### config.mk
export PLATFORM = sky130hd
export DESIGN_NAME = fscr_regs
export DESIGN_NICKNAME = d
export VERILOG_FILES = /design/src/rtl/fscr_pkg.sv /design/src/rtl/fscr_regs.sv
export SDC_FILE = /design/constraint.sdc
export NUM_CORES = 1
export LEC_CHECK = 0
export BUFFER_PORTS_ARGS = -buffer_cell sky130_fd_sc_hd__buf_4
export CAP_MARGIN = 15
export CORE_ASPECT_RATIO = 1.1
export CORE_MARGIN = 2
export CORE_UTILIZATION = 25
export CTS_BUF_LIST = sky130_fd_sc_hd__clkbuf_4
export DETAILED_ROUTE_END_ITERATION = 16
export MAX_ROUTING_LAYER = met4
export PLACE_DENSITY_LB_ADDON = 0.2
export SETUP_SLACK_MARGIN = 0.15
export SYNTH_ARGS = -nofsm -noshare
export SYNTH_HDL_FRONTEND = slang
export SYNTH_SLANG_ARGS = --single-unit
### constraint.sdc
create_clock -name clk_i -period 2.7 [get_ports clk_i]
set_input_delay 0.27 -clock clk_i [delete_from_list [all_inputs] [get_ports clk_i]]
set_output_delay 0.27 -clock clk_i [all_outputs]
set_load 0.01 [all_outputs]
### src/rtl/fscr_pkg.sv
// Constants shared by the flash status and configuration register bank.
package fscr_pkg;

	// ==========================================================================
	// Command opcodes
	// ==========================================================================
	localparam logic [7:0] OP_WR_ENABLE = 8'h06;
	localparam logic [7:0] OP_WR_DISABLE = 8'h04;
	localparam logic [7:0] OP_RD_STATUS_LO = 8'h05;
	localparam logic [7:0] OP_RD_STATUS_HI = 8'h35;
	localparam logic [7:0] OP_RD_CONFIG = 8'h15;
	localparam logic [7:0] OP_WR_STATUS = 8'h01;
	localparam logic [7:0] OP_WR_CONFIG = 8'h11;
	localparam logic [7:0] OP_PAGE_WRITE = 8'h02;
	localparam logic [7:0] OP_PAGE_CLEAR = 8'h81;
	localparam logic [7:0] OP_BLOCK4K_CLEAR = 8'h20;
	localparam logic [7:0] OP_BLOCK64K_CLEAR = 8'hd8;
	localparam logic [7:0] OP_FULL_CLEAR_A = 8'hc7;
	localparam logic [7:0] OP_FULL_CLEAR_B = 8'h60;
	localparam logic [7:0] OP_SUSPEND = 8'h75;
	localparam logic [7:0] OP_RESUME = 8'h7a;
	localparam logic [7:0] OP_ENTER_4B = 8'hb7;
	localparam logic [7:0] OP_EXIT_4B = 8'he9;
	localparam logic [7:0] OP_RESET_ARM = 8'h66;
	localparam logic [7:0] OP_RESET_GO = 8'h99;

	// ==========================================================================
	// Status word field positions
	// ==========================================================================
	localparam int ST_WIP = 0;
	localparam int ST_WEL = 1;
	localparam int ST_BP_LSB = 2;
	localparam int ST_LOCK0 = 7;
	localparam int ST_LOCK1 = 8;
	localparam int ST_QE = 9;
	localparam int ST_FAIL = 10;
	localparam int ST_LB_LSB = 11;
	localparam int ST_CMP = 14;
	localparam int ST_SUS = 15;
	// Bits that the status write may change (all but 15, 10, 1 and 0).
	localparam logic [15:0] ST_WRITE_MASK = 16'h7bfc;
	// Power-on contents of the status word.
	localparam logic [15:0] ST_RESET = 16'h0000;

	// ==========================================================================
	// Configuration byte field positions
	// ==========================================================================
	localparam int CF_ADS = 0;
	localparam int CF_ADP = 1;
	localparam int CF_WPS = 2;
	localparam int CF_DC_LSB = 3;
	localparam int CF_DRV_LSB = 5;
	localparam int CF_HOLD_RST = 7;
	// Bit 0 reports the live address mode and ignores writes.
	localparam logic [7:0] CF_WRITE_MASK = 8'hfe;
	localparam logic [7:0] CF_RESET = 8'h00;

	// ==========================================================================
	// Timing
	// ==========================================================================
	localparam int CLK_PERIOD_NS = 40;
	// Self-timed register write cycle; the figure is a plain default.
	localparam int T_WRITE_NS = 5000;
	localparam int T_WRITE_CYCLES = (T_WRITE_NS + CLK_PERIOD_NS - 1) / CLK_PERIOD_NS;

	// Serial front end states.
	typedef enum logic [4:0] {
		SER_IDLE = 5'b00001,
		SER_CMD = 5'b00010,
		SER_READ = 5'b00100,
		SER_WDATA = 5'b01000,
		SER_SKIP = 5'b10000
	} fscr_ser_t;

endpackage

### src/rtl/fscr_regs.sv
// Status and configuration register bank of a serial NOR flash with its serial front end.
`timescale 1ns/10ps

module fscr_regs
	import fscr_pkg::*;
#(
	parameter int TW_CYCLES = T_WRITE_CYCLES,
	parameter logic [15:0] STATUS_INIT = ST_RESET,
	parameter logic [7:0] CONFIG_INIT = CF_RESET
) (
	// Clock and power-on reset.
	input wire logic clk_i,
	input wire logic rst_n_i,
	// Serial pins from the host controller.
	input wire logic cs_n_i,
	input wire logic sclk_i,
	input wire logic si_i,
	input wire logic wp_n_i,
	input wire logic hold_n_i,
	output logic so_o,
	output logic so_oe_o,
	// Pin function and read timing settings.
	output logic quad_io_en_o,
	output logic hold_func_en_o,
	output logic reset_func_en_o,
	output logic [1:0] drive_strength_o,
	output logic [3:0] dummy_sdr_2io_o,
	output logic [3:0] dummy_sdr_4io_o,
	output logic [3:0] dummy_ddr_1io_o,
	output logic [3:0] dummy_ddr_4io_o,
	// Protection and address settings.
	output logic [4:0] block_protect_o,
	output logic protect_cmp_o,
	output logic [2:0] secure_lock_o,
	output logic protect_scheme_o,
	output logic block_locks_preset_o,
	output logic addr_4byte_o,
	output logic busy_o,
	// Array engine handshake (same clock).
	output logic arr_go_o,
	output logic [7:0] arr_cmd_o,
	output logic arr_abort_o,
	output logic suspend_o,
	input wire logic arr_protected_i,
	input wire logic arr_done_i,
	input wire logic arr_fail_i
);

	initial begin
		if (TW_CYCLES < 1 || TW_CYCLES > 65535) begin
			$error("TW_CYCLES out of range");
		end
	end

	// Dummy clock count for one read family and wait select.
	function automatic logic [3:0] dummy_count(input logic [1:0] fam, input logic [1:0] dc);
		logic [3:0] n;
		n = 4'h8;
		unique case (fam)
			2'd0: n = (dc == 2'b00) ? 4'h4 : 4'h8;
			2'd1: begin
				unique case (dc)
					2'b00: n = 4'h6;
					2'b01: n = 4'hc;
					2'b10: n = 4'h8;
					2'b11: n = 4'ha;
				endcase
			end
			2'd2: n = (dc == 2'b00) ? 4'h6 : 4'h8;
			2'd3: begin
				unique case (dc)
					2'b00: n = 4'ha;
					2'b01: n = 4'h8;
					2'b10: n = 4'h6;
					2'b11: n = 4'hc;
				endcase
			end
		endcase
		return n;
	endfunction

	// ==========================================================================
	// Pin synchronisers
	// ==========================================================================
	// Bit order: 0 chip select, 1 clock, 2 data in, 3 protect, 4 pause.
	logic [4:0] pin_raw;
	logic [4:0] sync1_reg, sync2_reg, sync3_reg, filt_reg, filt_d_reg;
	logic [4:0] filt_next;

	assign pin_raw = {hold_n_i, wp_n_i, si_i, sclk_i, cs_n_i};

	// A level is accepted once the second and third stages agree.
	always_comb begin
		for (int i = 0; i < 5; i++) begin
			filt_next[i] = (sync2_reg[i] == sync3_reg[i]) ? sync3_reg[i] : filt_reg[i];
		end
	end

	// Synchroniser stages; active-low pins idle high, the serial clock idles low.
	always_ff @(posedge clk_i or negedge rst_n_i) begin
		if (!rst_n_i) begin
			sync1_reg <= 5'h19;
			sync2_reg <= 5'h19;
			sync3_reg <= 5'h19;
			filt_reg <= 5'h19;
			filt_d_reg <= 5'h19;
		end else begin
			sync1_reg <= pin_raw;
			sync2_reg <= sync1_reg;
			sync3_reg <= sync2_reg;
			filt_reg <= filt_next;
			filt_d_reg <= filt_reg;
		end
	end

	// ==========================================================================
	// Serial front end and register bank
	// ==========================================================================
	fscr_ser_t st_reg, st_next;
	logic [5:0] bitcnt_reg, bitcnt_next;
	logic [7:0] sh_in_reg, sh_in_next;
	logic [7:0] op_reg, op_next;
	logic [7:0] d0_reg, d0_next;
	logic [7:0] d1_reg, d1_next;
	logic [7:0] sh_out_reg, sh_out_next;
	logic so_reg, so_next;
	logic rd_on_reg, rd_on_next;
	logic [15:0] status_reg, status_next;
	logic [7:0] config_reg, config_next;
	logic [15:0] tw_cnt_reg, tw_cnt_next;
	logic wbusy_reg, wbusy_next;
	logic arr_active_reg, arr_active_next;
	logic armed_reg, armed_next;
	logic go_reg, go_next;
	logic [7:0] cmd_reg, cmd_next;
	logic abort_reg, abort_next;
	logic preset_reg, preset_next;

	logic selected, cs_rise, sclk_rise, sclk_fall, hold_active, pin_reset;
	logic qe, busy, sr_write_ok, is_array_op, is_full_clear, soft_reset, dev_reset;
	logic [15:0] status_view;
	logic [7:0] rd_byte;
	logic [7:0] in_byte;
	logic [15:0] sr_new;

	assign selected = ~filt_reg[0];
	assign cs_rise = filt_reg[0] & ~filt_d_reg[0];
	assign qe = status_reg[ST_QE];
	// Pause and reset only exist while quad mode is off.
	assign hold_active = ~qe & ~config_reg[CF_HOLD_RST] & ~filt_reg[4];
	assign pin_reset = ~qe & config_reg[CF_HOLD_RST] & ~filt_reg[4];
	assign sclk_rise = selected & ~hold_active & filt_reg[1] & ~filt_d_reg[1];
	assign sclk_fall = selected & ~hold_active & ~filt_reg[1] & filt_d_reg[1];
	// A suspended array operation does not show as busy.
	assign busy = wbusy_reg | (arr_active_reg & ~status_reg[ST_SUS]);
	assign in_byte = {sh_in_reg[6:0], filt_reg[2]};

	// Status as read back, with the live busy flag in bit 0.
	assign status_view = {status_reg[15:1], busy};

	// Hardware lock decode: 00 always, 01 only with protect pin high.
	always_comb begin
		unique case ({status_reg[ST_LOCK1], status_reg[ST_LOCK0]})
			2'b00: sr_write_ok = status_reg[ST_WEL];
			2'b01: sr_write_ok = status_reg[ST_WEL] & filt_reg[3];
			2'b10: sr_write_ok = 1'b0;
			2'b11: sr_write_ok = 1'b0;
		endcase
	end

	assign is_full_clear = (op_reg == OP_FULL_CLEAR_A) || (op_reg == OP_FULL_CLEAR_B);
	assign is_array_op = is_full_clear || (op_reg == OP_PAGE_WRITE) ||
		(op_reg == OP_PAGE_CLEAR) || (op_reg == OP_BLOCK4K_CLEAR) ||
		(op_reg == OP_BLOCK64K_CLEAR);
	assign soft_reset = cs_rise && armed_reg && op_reg == OP_RESET_GO && bitcnt_reg == 6'd8;
	assign dev_reset = soft_reset | pin_reset;

	// Byte selected for the read currently in progress.
	always_comb begin
		if (op_reg == OP_RD_STATUS_LO) begin
			rd_byte = status_view[7:0];
		end else if (op_reg == OP_RD_STATUS_HI) begin
			rd_byte = status_view[15:8];
		end else begin
			rd_byte = config_reg;
		end
	end

	// New status word: only writable bits move, locks only ever set.
	always_comb begin
		sr_new = (status_reg & ~ST_WRITE_MASK) | ({d1_reg, d0_reg} & ST_WRITE_MASK);
		if (bitcnt_reg == 6'd16) begin
			sr_new[15:8] = status_reg[15:8];
		end
		sr_new[ST_LB_LSB +: 3] = status_reg[ST_LB_LSB +: 3] | sr_new[ST_LB_LSB +: 3];
	end

	// Next state of the serial front end and the register bank.
	always_comb begin
		st_next = st_reg;
		bitcnt_next = bitcnt_reg;
		sh_in_next = sh_in_reg;
		op_next = op_reg;
		d0_next = d0_reg;
		d1_next = d1_reg;
		sh_out_next = sh_out_reg;
		so_next = so_reg;
		rd_on_next = rd_on_reg & ~hold_active;
		status_next = status_reg;
		config_next = config_reg;
		tw_cnt_next = tw_cnt_reg;
		wbusy_next = wbusy_reg;
		arr_active_next = arr_active_reg;
		armed_next = armed_reg;
		go_next = 1'b0;
		cmd_next = cmd_reg;
		abort_next = 1'b0;
		preset_next = 1'b0;

		// Self-timed register write cycle.
		if (wbusy_reg) begin
			if (tw_cnt_reg == 16'h0000) begin
				wbusy_next = 1'b0;
				status_next[ST_WEL] = 1'b0;
			end else begin
				tw_cnt_next = tw_cnt_reg - 16'h0001;
			end
		end

		// Array engine completion; a status write accepted in the same cycle overrides these bits.
		if (arr_active_reg && arr_done_i) begin
			arr_active_next = 1'b0;
			status_next[ST_FAIL] = arr_fail_i;
			status_next[ST_WEL] = 1'b0;
			status_next[ST_SUS] = 1'b0;
		end

		// Serial bit capture on the rising clock edge.
		unique case (st_reg)
			SER_IDLE: begin
				if (selected) begin
					st_next = SER_CMD;
					bitcnt_next = 6'd0;
				end
			end
			SER_CMD, SER_WDATA, SER_READ, SER_SKIP: begin
				if (sclk_rise) begin
					sh_in_next = in_byte;
					if (bitcnt_reg != 6'h3f) begin
						bitcnt_next = bitcnt_reg + 6'd1;
					end
					if (st_reg == SER_CMD && bitcnt_reg == 6'd7) begin
						op_next = in_byte;
						if (in_byte == OP_RD_STATUS_LO || in_byte == OP_RD_STATUS_HI ||
							in_byte == OP_RD_CONFIG) begin
							st_next = SER_READ;
						end else if (in_byte == OP_WR_STATUS || in_byte == OP_WR_CONFIG) begin
							st_next = SER_WDATA;
						end else begin
							st_next = SER_SKIP;
						end
					end
					if (st_reg == SER_WDATA && bitcnt_reg == 6'd15) begin
						d0_next = in_byte;
					end
					if (st_reg == SER_WDATA && bitcnt_reg == 6'd23) begin
						d1_next = in_byte;
					end
				end
				// Read data leaves MSB first on the falling edge, byte repeating for seven bytes, then zeros once the bit count stops at 63.
				if (st_reg == SER_READ && sclk_fall && bitcnt_reg >= 6'd8) begin
					rd_on_next = 1'b1;
					if (bitcnt_reg[2:0] == 3'd0) begin
						so_next = rd_byte[7];
						sh_out_next = {rd_byte[6:0], 1'b0};
					end else begin
						so_next = sh_out_reg[7];
						sh_out_next = {sh_out_reg[6:0], 1'b0};
					end
				end
			end
			default: st_next = SER_IDLE;
		endcase

		// Command execution when chip select rises.
		if (cs_rise) begin
			st_next = SER_IDLE;
			rd_on_next = 1'b0;
			armed_next = (op_reg == OP_RESET_ARM) && bitcnt_reg == 6'd8;
			if (!busy && bitcnt_reg == 6'd8 && op_reg == OP_WR_ENABLE) begin
				status_next[ST_WEL] = 1'b1;
			end
			if (!busy && bitcnt_reg == 6'd8 && op_reg == OP_WR_DISABLE) begin
				status_next[ST_WEL] = 1'b0;
			end
			// Block protect and lock bits change only outside hardware lock.
			if (!busy && op_reg == OP_WR_STATUS && (bitcnt_reg == 6'd16 || bitcnt_reg == 6'd24)
				&& sr_write_ok) begin
				status_next = sr_new;
				status_next[ST_WEL] = 1'b1;
				wbusy_next = 1'b1;
				tw_cnt_next = 16'(TW_CYCLES - 1);
			end
			if (!busy && op_reg == OP_WR_CONFIG && bitcnt_reg == 6'd16 && status_reg[ST_WEL]) begin
				config_next = (config_reg & ~CF_WRITE_MASK) | (d0_reg & CF_WRITE_MASK);
				wbusy_next = 1'b1;
				tw_cnt_next = 16'(TW_CYCLES - 1);
			end
			if (!busy && is_array_op && bitcnt_reg >= 6'd8 && bitcnt_reg[2:0] == 3'd0 &&
				status_reg[ST_WEL]) begin
				if (is_full_clear && status_reg[ST_BP_LSB +: 5] != 5'h00) begin
					status_next[ST_FAIL] = 1'b1;
					status_next[ST_WEL] = 1'b0;
				end else if (!is_full_clear && arr_protected_i) begin
					status_next[ST_FAIL] = 1'b1;
					status_next[ST_WEL] = 1'b0;
				end else begin
					arr_active_next = 1'b1;
					go_next = 1'b1;
					cmd_next = op_reg;
				end
			end
			if (op_reg == OP_SUSPEND && bitcnt_reg == 6'd8 && arr_active_reg) begin
				status_next[ST_SUS] = 1'b1;
			end
			if (op_reg == OP_RESUME && bitcnt_reg == 6'd8) begin
				status_next[ST_SUS] = 1'b0;
			end
			if (!busy && op_reg == OP_ENTER_4B && bitcnt_reg == 6'd8) begin
				config_next[CF_ADS] = 1'b1;
			end
			if (!busy && op_reg == OP_EXIT_4B && bitcnt_reg == 6'd8) begin
				config_next[CF_ADS] = 1'b0;
			end
		end

		// Soft or pin reset: nonvolatile bits stay, volatile state restarts.
		if (dev_reset) begin
			st_next = SER_IDLE;
			rd_on_next = 1'b0;
			armed_next = 1'b0;
			wbusy_next = 1'b0;
			status_next[ST_WEL] = 1'b0;
			status_next[ST_SUS] = 1'b0;
			config_next[CF_ADS] = config_reg[CF_ADP];
			preset_next = 1'b1;
			go_next = 1'b0;
			if (arr_active_reg) begin
				arr_active_next = 1'b0;
				abort_next = 1'b1;
				status_next[ST_FAIL] = 1'b1;
			end
		end
	end

	// Registers of the front end and the bank; power-on reloads stored values.
	always_ff @(posedge clk_i or negedge rst_n_i) begin
		if (!rst_n_i) begin
			st_reg <= SER_IDLE;
			bitcnt_reg <= 6'd0;
			sh_in_reg <= 8'h00;
			op_reg <= 8'h00;
			d0_reg <= 8'h00;
			d1_reg <= 8'h00;
			sh_out_reg <= 8'h00;
			so_reg <= 1'b0;
			rd_on_reg <= 1'b0;
			status_reg <= STATUS_INIT & 16'h7e7c;
			config_reg <= {CONFIG_INIT[7:1], CONFIG_INIT[CF_ADP]};
			tw_cnt_reg <= 16'h0000;
			wbusy_reg <= 1'b0;
			arr_active_reg <= 1'b0;
			armed_reg <= 1'b0;
			go_reg <= 1'b0;
			cmd_reg <= 8'h00;
			abort_reg <= 1'b0;
			preset_reg <= 1'b1;
		end else begin
			st_reg <= st_next;
			bitcnt_reg <= bitcnt_next;
			sh_in_reg <= sh_in_next;
			op_reg <= op_next;
			d0_reg <= d0_next;
			d1_reg <= d1_next;
			sh_out_reg <= sh_out_next;
			so_reg <= so_next;
			rd_on_reg <= rd_on_next;
			status_reg <= status_next;
			config_reg <= config_next;
			tw_cnt_reg <= tw_cnt_next;
			wbusy_reg <= wbusy_next;
			arr_active_reg <= arr_active_next;
			armed_reg <= armed_next;
			go_reg <= go_next;
			cmd_reg <= cmd_next;
			abort_reg <= abort_next;
			preset_reg <= preset_next;
		end
	end

	// ==========================================================================
	// Registered outputs
	// ==========================================================================
	always_ff @(posedge clk_i or negedge rst_n_i) begin
		if (!rst_n_i) begin
			so_o <= 1'b0;
			so_oe_o <= 1'b0;
			quad_io_en_o <= 1'b0;
			hold_func_en_o <= 1'b0;
			reset_func_en_o <= 1'b0;
			drive_strength_o <= 2'b00;
			dummy_sdr_2io_o <= 4'h4;
			dummy_sdr_4io_o <= 4'h6;
			dummy_ddr_1io_o <= 4'h6;
			dummy_ddr_4io_o <= 4'ha;
			block_protect_o <= 5'h00;
			protect_cmp_o <= 1'b0;
			secure_lock_o <= 3'h0;
			protect_scheme_o <= 1'b0;
			block_locks_preset_o <= 1'b0;
			addr_4byte_o <= 1'b0;
			busy_o <= 1'b0;
			arr_go_o <= 1'b0;
			arr_cmd_o <= 8'h00;
			arr_abort_o <= 1'b0;
			suspend_o <= 1'b0;
		end else begin
			so_o <= so_reg;
			so_oe_o <= rd_on_reg & selected & ~hold_active;
			quad_io_en_o <= qe;
			hold_func_en_o <= ~qe & ~config_reg[CF_HOLD_RST];
			reset_func_en_o <= ~qe & config_reg[CF_HOLD_RST];
			drive_strength_o <= config_reg[CF_DRV_LSB +: 2];
			dummy_sdr_2io_o <= dummy_count(2'd0, config_reg[CF_DC_LSB +: 2]);
			dummy_sdr_4io_o <= dummy_count(2'd1, config_reg[CF_DC_LSB +: 2]);
			dummy_ddr_1io_o <= dummy_count(2'd2, config_reg[CF_DC_LSB +: 2]);
			dummy_ddr_4io_o <= dummy_count(2'd3, config_reg[CF_DC_LSB +: 2]);
			block_protect_o <= status_reg[ST_BP_LSB +: 5];
			protect_cmp_o <= status_reg[ST_CMP];
			secure_lock_o <= status_reg[ST_LB_LSB +: 3];
			protect_scheme_o <= config_reg[CF_WPS];
			block_locks_preset_o <= preset_reg;
			addr_4byte_o <= config_reg[CF_ADS];
			busy_o <= busy;
			arr_go_o <= go_reg;
			arr_cmd_o <= cmd_reg;
			arr_abort_o <= abort_reg;
			suspend_o <= status_reg[ST_SUS];
		end
	end

endmodule

==> metrics.md, run 1 <==
| Metric | Value |
|---|---|
| Clock Latency Late Sink | `approximately 0.58 ns` |
| Largest area contributor in the netlist | `dfrtp_1` |
| Global-route wire length before repair | `25,610 microns` |
| Worst Setup Start Kind | `flip-flop` |
| Area contributors post-synth | `dfrtp_1, mux2_2, dfstp_2` |
| Initial antenna violation count | `1` |
| Synthesized flop and latch total | `between 150 and 200` |
| Max Slew Vio Count | `0` |
| CTS HTree Levels | `4` |
| DIE AREA | `approximately 28,000 sq um` |
| Largest register FFs | `16` |
| Starting Density | `approximately 25%` |
| Die H | `roughly 180 microns` |
| DRC Markers | `0` |
| Crit path largest cell delay | `around 0.6 ns` |
| Buffers added on ports | `51` |
| Crit-path slowest cell | `or4_4` |
| EDFF count, synth | `0` |
| GP Congestion | `0.8789` |
| Pre-CTS setup slack | `between 0.15 and 0.2 ns` |
| Worst slew pin tran | `0.7160 ns` |
| Rel. slew slack | `51.59%` |
| Largest net degree at the start of global routing | `60` |
| CTS Sinks | `between 150 and 200` |
| Post-route ant nets | `0` |
| Tcrit/Tclk final | `90.67%` |
| DR iter-0 viols | `around 380` |
| Synth Flop Type | `dfrtp_1` |
| CP Class | `flip-flop to flip-flop` |
| IR drop worst, VDD | `about 0.00022 V` |
| Layout cells sized above 1 | `a little under a third` |
| DR vias | `~4,500` |
| Syn. warnings | `0` |
| HP Class | `primary input to flip-flop` |
| Commonest non-fill, non-tap cell in the layout | `dfrtp_1` |
| Post-synthesis cell count | `between 500 and 600` |
| HPWL after DPL | `roughly 11,000 microns` |
| Global-route usage over all layers | `11.97%` |
| Post-route setup slack | `~0.25 ns` |
| Row count | `63` |
| Final min period | `around 2.4 ns` |
| Crit path capture type | `flip-flop` |
| DR pass1 iterations | `6` |
| Yosys cell types | `between 60 and 70` |
| Worst-path clk slew | `~0.15 ns` |
| Worst Path Required | `~3.2 ns` |
| Fin Clk Skew | `0.02526 ns` |
| Fmax achieved | `between 400 and 500 MHz` |
| Endpoints failing setup | `0` |
| RSZ-0062 raised after global routing | `yes` |
| Seq/Total Area, Yosys | `between 50% and 60%` |
| Async S/R FF share, synth | `100.0%` |
| Area Growth Syn to Fin | `19.46%` |
| Total CTS buffers | `17` |
| Critical path data arrival time | `2.91 ns` |
| Critical path, cell by cell | `or4_4, a2111oi_4, nand4_4, a21oi_4, mux2_2` |
| Top cell type's share of synthesized area | `~52%` |
| Status | `finished, final reports clean` |
| Setup_tns | `0 ns` |
| Routed WL per cell | `approximately 15 microns` |
| Core area | `26,800 sq um` |
| I/O pins | `57` |
| R2r worst-path depth | `5` |
| Largest fanout on the critical path | `9` |
| Layout Nets | `659` |
| Die width | `about 160 microns` |
| Vias in the first global route | `4,619` |
| Post-Syn Area per Cell | `12.12 sq um` |
| PD cells | `580.3 nW/um^2` |
| Core Util, Final | `just over 30%` |
| Routed WL | `~16,000 microns` |
| Clock Path Buffers | `2` |
| Pleak | `about 3.9 nW` |
| # Max-Cap Violations | `0` |
| TritonCTS clock tree | `built` |
| Final hold violations | `0` |
| Clock root cell | `clkbuf_4` |
| Syn Std Cell Area | `a little under 7000 sq um` |
| Most frequent cells in the layout | `dfrtp_1, buf_4, nand2_1` |
| Hold_ws | `around 0.18 ns` |
| Grt ovf | `0` |
| Vias per cell | `about 4.5` |
| Worst hold stages | `4` |
## worst max-delay path, delay by kind of cell (launching register included)
family          cells  cell delay (ns)
compound gates      2             0.69
flops               1             0.46
mux                 1             0.36
simple gates        2             0.85
## power breakdown
part           leakage [nW]  internal (W)  switching, W
clock                 0.176      0.000686      0.000937
combinational          1.54      0.000167      0.000339
sequential             2.15       0.00249     0.0000782
## layer usage
| metal | up-vias | wire (microns) | share of wire (%) | track usage [%] |
|---|---|---|---|---|
| li1 | 2123 | - | - | - |
| met1 | 2276 | 6901 | 44 | 14.32 |
| met2 | 94 | 7924 | 51 | 19.56 |
| met3 | 22 | 477 | 3.0 | 2.905 |
| met4 | 0 | 372 | 2.4 | 4.650 |
| met5 | - | 0 | 0 | - |
## cell usage after synthesis, drive strengths merged, types with 5 or more instances
cell    count
nor3       16
nor4       11
nand2      64
nand4      10
a21oi      12
xor2        8
buf        17
dfrtp     141
o21ai      17
inv        16
mux2       53
dfstp      20
ha          9
a21o        7
a222oi      7
nand3      11
xnor2      11
or3         6
nor2b       5
nand2b     10
nor2       46
maj3        5
and2        8
## repair_timing
item,CTS,global route
endpoints found under the hold margin,63,0
gates resized for setup,0,5
setup buffers,0,0
setup endpoints to repair,0,23
hold buffers,8,0
## path summary, 6_finish.rpt
check,start,endpoint,slack (ns)
hold / removal,arr_protected_i,go_reg$_DFF_PN0_,0.18
setup reg to reg,op_reg[3]$_DFFE_PN0P_,status_reg[14]$_DFFE_PN0P_,0.25
hold reg to reg,sync1_reg[3]$_DFF_PN1_,sync2_reg[3]$_DFF_PN1_,0.37
setup / recovery,op_reg[3]$_DFFE_PN0P_,status_reg[14]$_DFFE_PN0P_,0.25
min in group asynchronous,rst_n_i,go_reg$_DFF_PN0_,0.23
max in group asynchronous,rst_n_i,dummy_sdr_4io_o[1]$_DFF_PN1_,1.62
## area by class of cell
class | instances | area [sq um]
inverters | 16 | 60.06
multi-input cells | 366 | 2580
fillers | 2769 | 18710
repair buffers | 78 | 621.8
flip-flops and latches | 161 | 4055
clock inverters | 14 | 191.4
well taps | 357 | 446.7
clock buffers | 18 | 135.1
diodes | 2 | 5.005
## metrics by stage
step	instances	power, W	cell area (sq um)
finish	1012	0.004698	8095
global route	1012	0.004943	8095
CTS	1010	0.004767	8070
detailed placement	970	0.003109	7664
global placement	970	0.003105	7664
floorplan	563	0.002921	6792
## kinds of logic (layout without fill, tap and decap cells)
logic type	count (synthesis)	count (layout)	synth area share, %
AND/OR/NAND/NOR	212	212	16.30
multiplexers	55	55	9.103
XOR/XNOR	19	19	2.456
buffers and inverters	36	126	2.695
AO/OA/AOI/OAI	61	61	7.164
other	1	7	0.05534
flip-flops	161	161	59.82
adder cells (fa/ha/maj)	14	14	2.400
(Power assumes the default switching activity.)
==> inputs of run 2 (changes only) <==
--- a/config.mk
+++ b/config.mk
@@ -9,7 +9,7 @@
 export CAP_MARGIN = 15
 export CORE_ASPECT_RATIO = 1.1
 export CORE_MARGIN = 2
-export CORE_UTILIZATION = 25
+export CORE_UTILIZATION = 43
 export CTS_BUF_LIST = sky130_fd_sc_hd__clkbuf_4
 export DETAILED_ROUTE_END_ITERATION = 16
 export MAX_ROUTING_LAYER = met4
==> metrics.md, run 2 (synthesized netlist as in run 1, its figures left out) <==
| Metric | Value |
|---|---|
| Routed WL per cell | `about 16 microns` |
| Die width | `roughly 120 microns` |
| DR iter-0 viols | `250` |
| DIE AREA | `16,780 sq um` |
| Fmax achieved | `approximately 410 MHz` |
| Global-route wire length before repair | `roughly 23,000 microns` |
| Endpoints failing setup | `0` |
| Post-route cell area | `~7900 sq um` |
| Row count | `48` |
| Die H | `135.7 microns` |
| Largest fanout on the critical path | `11` |
| DR vias | `4,506` |
| I/O pins | `57` |
| Rel. slew slack | `57.48%` |
| Wl on met1 | `6017 microns` |
| Layout Nets | `roughly 660` |
| Worst slew pin tran | `roughly 0.63 ns` |
| Most frequent cells in the layout | `dfrtp_1, buf_4, nand2_1` |
| Critical path data arrival time | `~2.9 ns` |
| HP Class | `primary input to flip-flop` |
| Top Layer Used | `met4` |
| Worst-path clk slew | `around 0.13 ns` |
| HPWL after DPL | `10,020 microns` |
| Post-route ant nets | `0` |
| Final antenna diode count | `0` |
| Total CTS buffers | `17` |
| Vias per cell | `approximately 5.3` |
| Final min period | `between 2 and 2.5 ns` |
| Largest net degree at the start of global routing | `64` |
| Placed inst area | `7437 sq um` |
| Layout cells sized above 1 | `29.95%` |
| Worst Path Required | `approximately 3.2 ns` |
| CTS Sinks | `around 160` |
| PD cells | `about 590 nW/um^2` |
| Global-route usage over all layers | `a little under a fifth` |
| IR drop worst, VDD | `just under 0.0003 V` |
| Initial antenna violation count | `0` |
| Clock Latency Late Sink | `roughly 0.55 ns` |
| DR pass1 iterations | `7` |
| # Max-Cap Violations | `0` |
| GP Congestion | `a little over 0.9` |
| Worst Setup Start Kind | `flip-flop` |
| Pleak | `3.844 nW` |
| Largest register FFs | `16` |
| Met3 Routed Length | `~470 microns` |
| Core area | `15,550 sq um` |
| Clock Path Buffers | `2` |
| Metal2 WL | `just over 7000 microns` |
| CTS HTree Levels | `4` |
| Starting Density | `~44%` |
| TritonCTS clock tree | `built` |
| DRC Markers | `0` |
| Grt ovf | `0` |
| Fin Clk Skew | `about 0.020 ns` |
| Vias in the first global route | `about 4,600` |
| Final hold violations | `0` |
| RSZ-0062 raised after global routing | `yes` |
| Commonest non-fill, non-tap cell in the layout | `dfrtp_1` |
| Setup_tns | `0 ns` |
| Status | `finished, final reports clean` |
| Area Growth Syn to Fin | `16.12%` |
| Buffers added on ports | `approximately 50` |
| Routed WL | `about 14,000 microns` |
| Clock root cell | `clkbuf_4` |
| CP Class | `flip-flop to flip-flop` |
| Tcrit/Tclk final | `between 80% and 90%` |
| Crit path capture type | `flip-flop` |
| Fill cells | `roughly 1,400` |
| Max Slew Vio Count | `0` |
[run 2: cell types whose count changed in the layout (fill, tap and decap cells not counted), sizes merged]
cell	change
buf	-2
clkbuf	+1
diode	-2
bufinv	+1
clkinvlp	+4
inv	-6
[run 2: layer usage]
metal	vias up	track usage, %
li1	2109	-
met1	2282	22.55
met2	99	30.04
met3	16	4.209
met4	0	6.376
met5	-	-
[run 2: final timing paths]
check | depth (start not counted) | slack, ns | endpoint | from
worst max-delay path | 5 | 0.28 | status_reg[9]$_DFFE_PN0P_ | op_reg[0]$_DFFE_PN0P_
worst max register to register | 5 | 0.28 | status_reg[9]$_DFFE_PN0P_ | op_reg[0]$_DFFE_PN0P_
worst min-delay path | 4 | 0.18 | status_reg[10]$_DFF_PN0_ | arr_protected_i
worst min register to register | 0 | 0.36 | arr_go_o$_DFF_PN0_ | go_reg$_DFF_PN0_
min in group asynchronous | 2 | 0.26 | cmd_reg[4]$_DFFE_PN0P_ | rst_n_i
max in group asynchronous | 3 | 1.54 | sync2_reg[0]$_DFF_PN1_ | rst_n_i
[run 2: what timing repair did]
item                       in CTS  in global routing
pin swaps                       0                  1
hold endpoints to repair       59                  0
setup endpoints to repair      11                 25
hold buffers                    8                  0
gates resized for setup         1                  3
setup buffers                   0                  2
[run 2: where the power goes]
part	total, W	internal, W	switching (W)
sequential	0.00257	0.00249	0.0000766
clock	0.00158	0.000755	0.000822
combinational	0.000491	0.000170	0.000321
[run 2: area by class of cell]
class                      count  area (sq um)  area share [%]
multi-input combinational    366          2569           32.64
inverter                      16         60.06          0.7632
clock buffer                  19         142.6           1.813
clock inverter                13         185.2           2.353
tap                          200         250.2           3.180
sequential                   161          4055           51.53
timing repair buffer          76         606.8           7.712
[run 2: critical path, cell delays in order (launching register included)]
cell and delay [ns]:
dfrtp_2 0.48, or4b_1 0.56, a2111oi_4 0.41, nand4_4 0.26
a21oi_4 0.27, mux2_2 0.37
[run 2: stage by stage]
stage / util, % / hold slack, ns / total power (W) / setup slack, ns / instances
6_report: 50.59 / 0.1847 / 0.004635 / 0.2777 / 851
3_5_place_dp: 47.81 / 0.2971 / 0.003096 / 0.1111 / 809
2_1_floorplan: - / -0.02559 / 0.002921 / 0.4104 / 563
5_1_grt: 50.59 / 0.1877 / 0.004870 / 0.1400 / 851
3_3_place_gp: 47.81 / 0.2789 / 0.003081 / 0.2435 / 809
4_1_cts: 50.45 / 0.1330 / 0.004693 / 0.1984 / 849
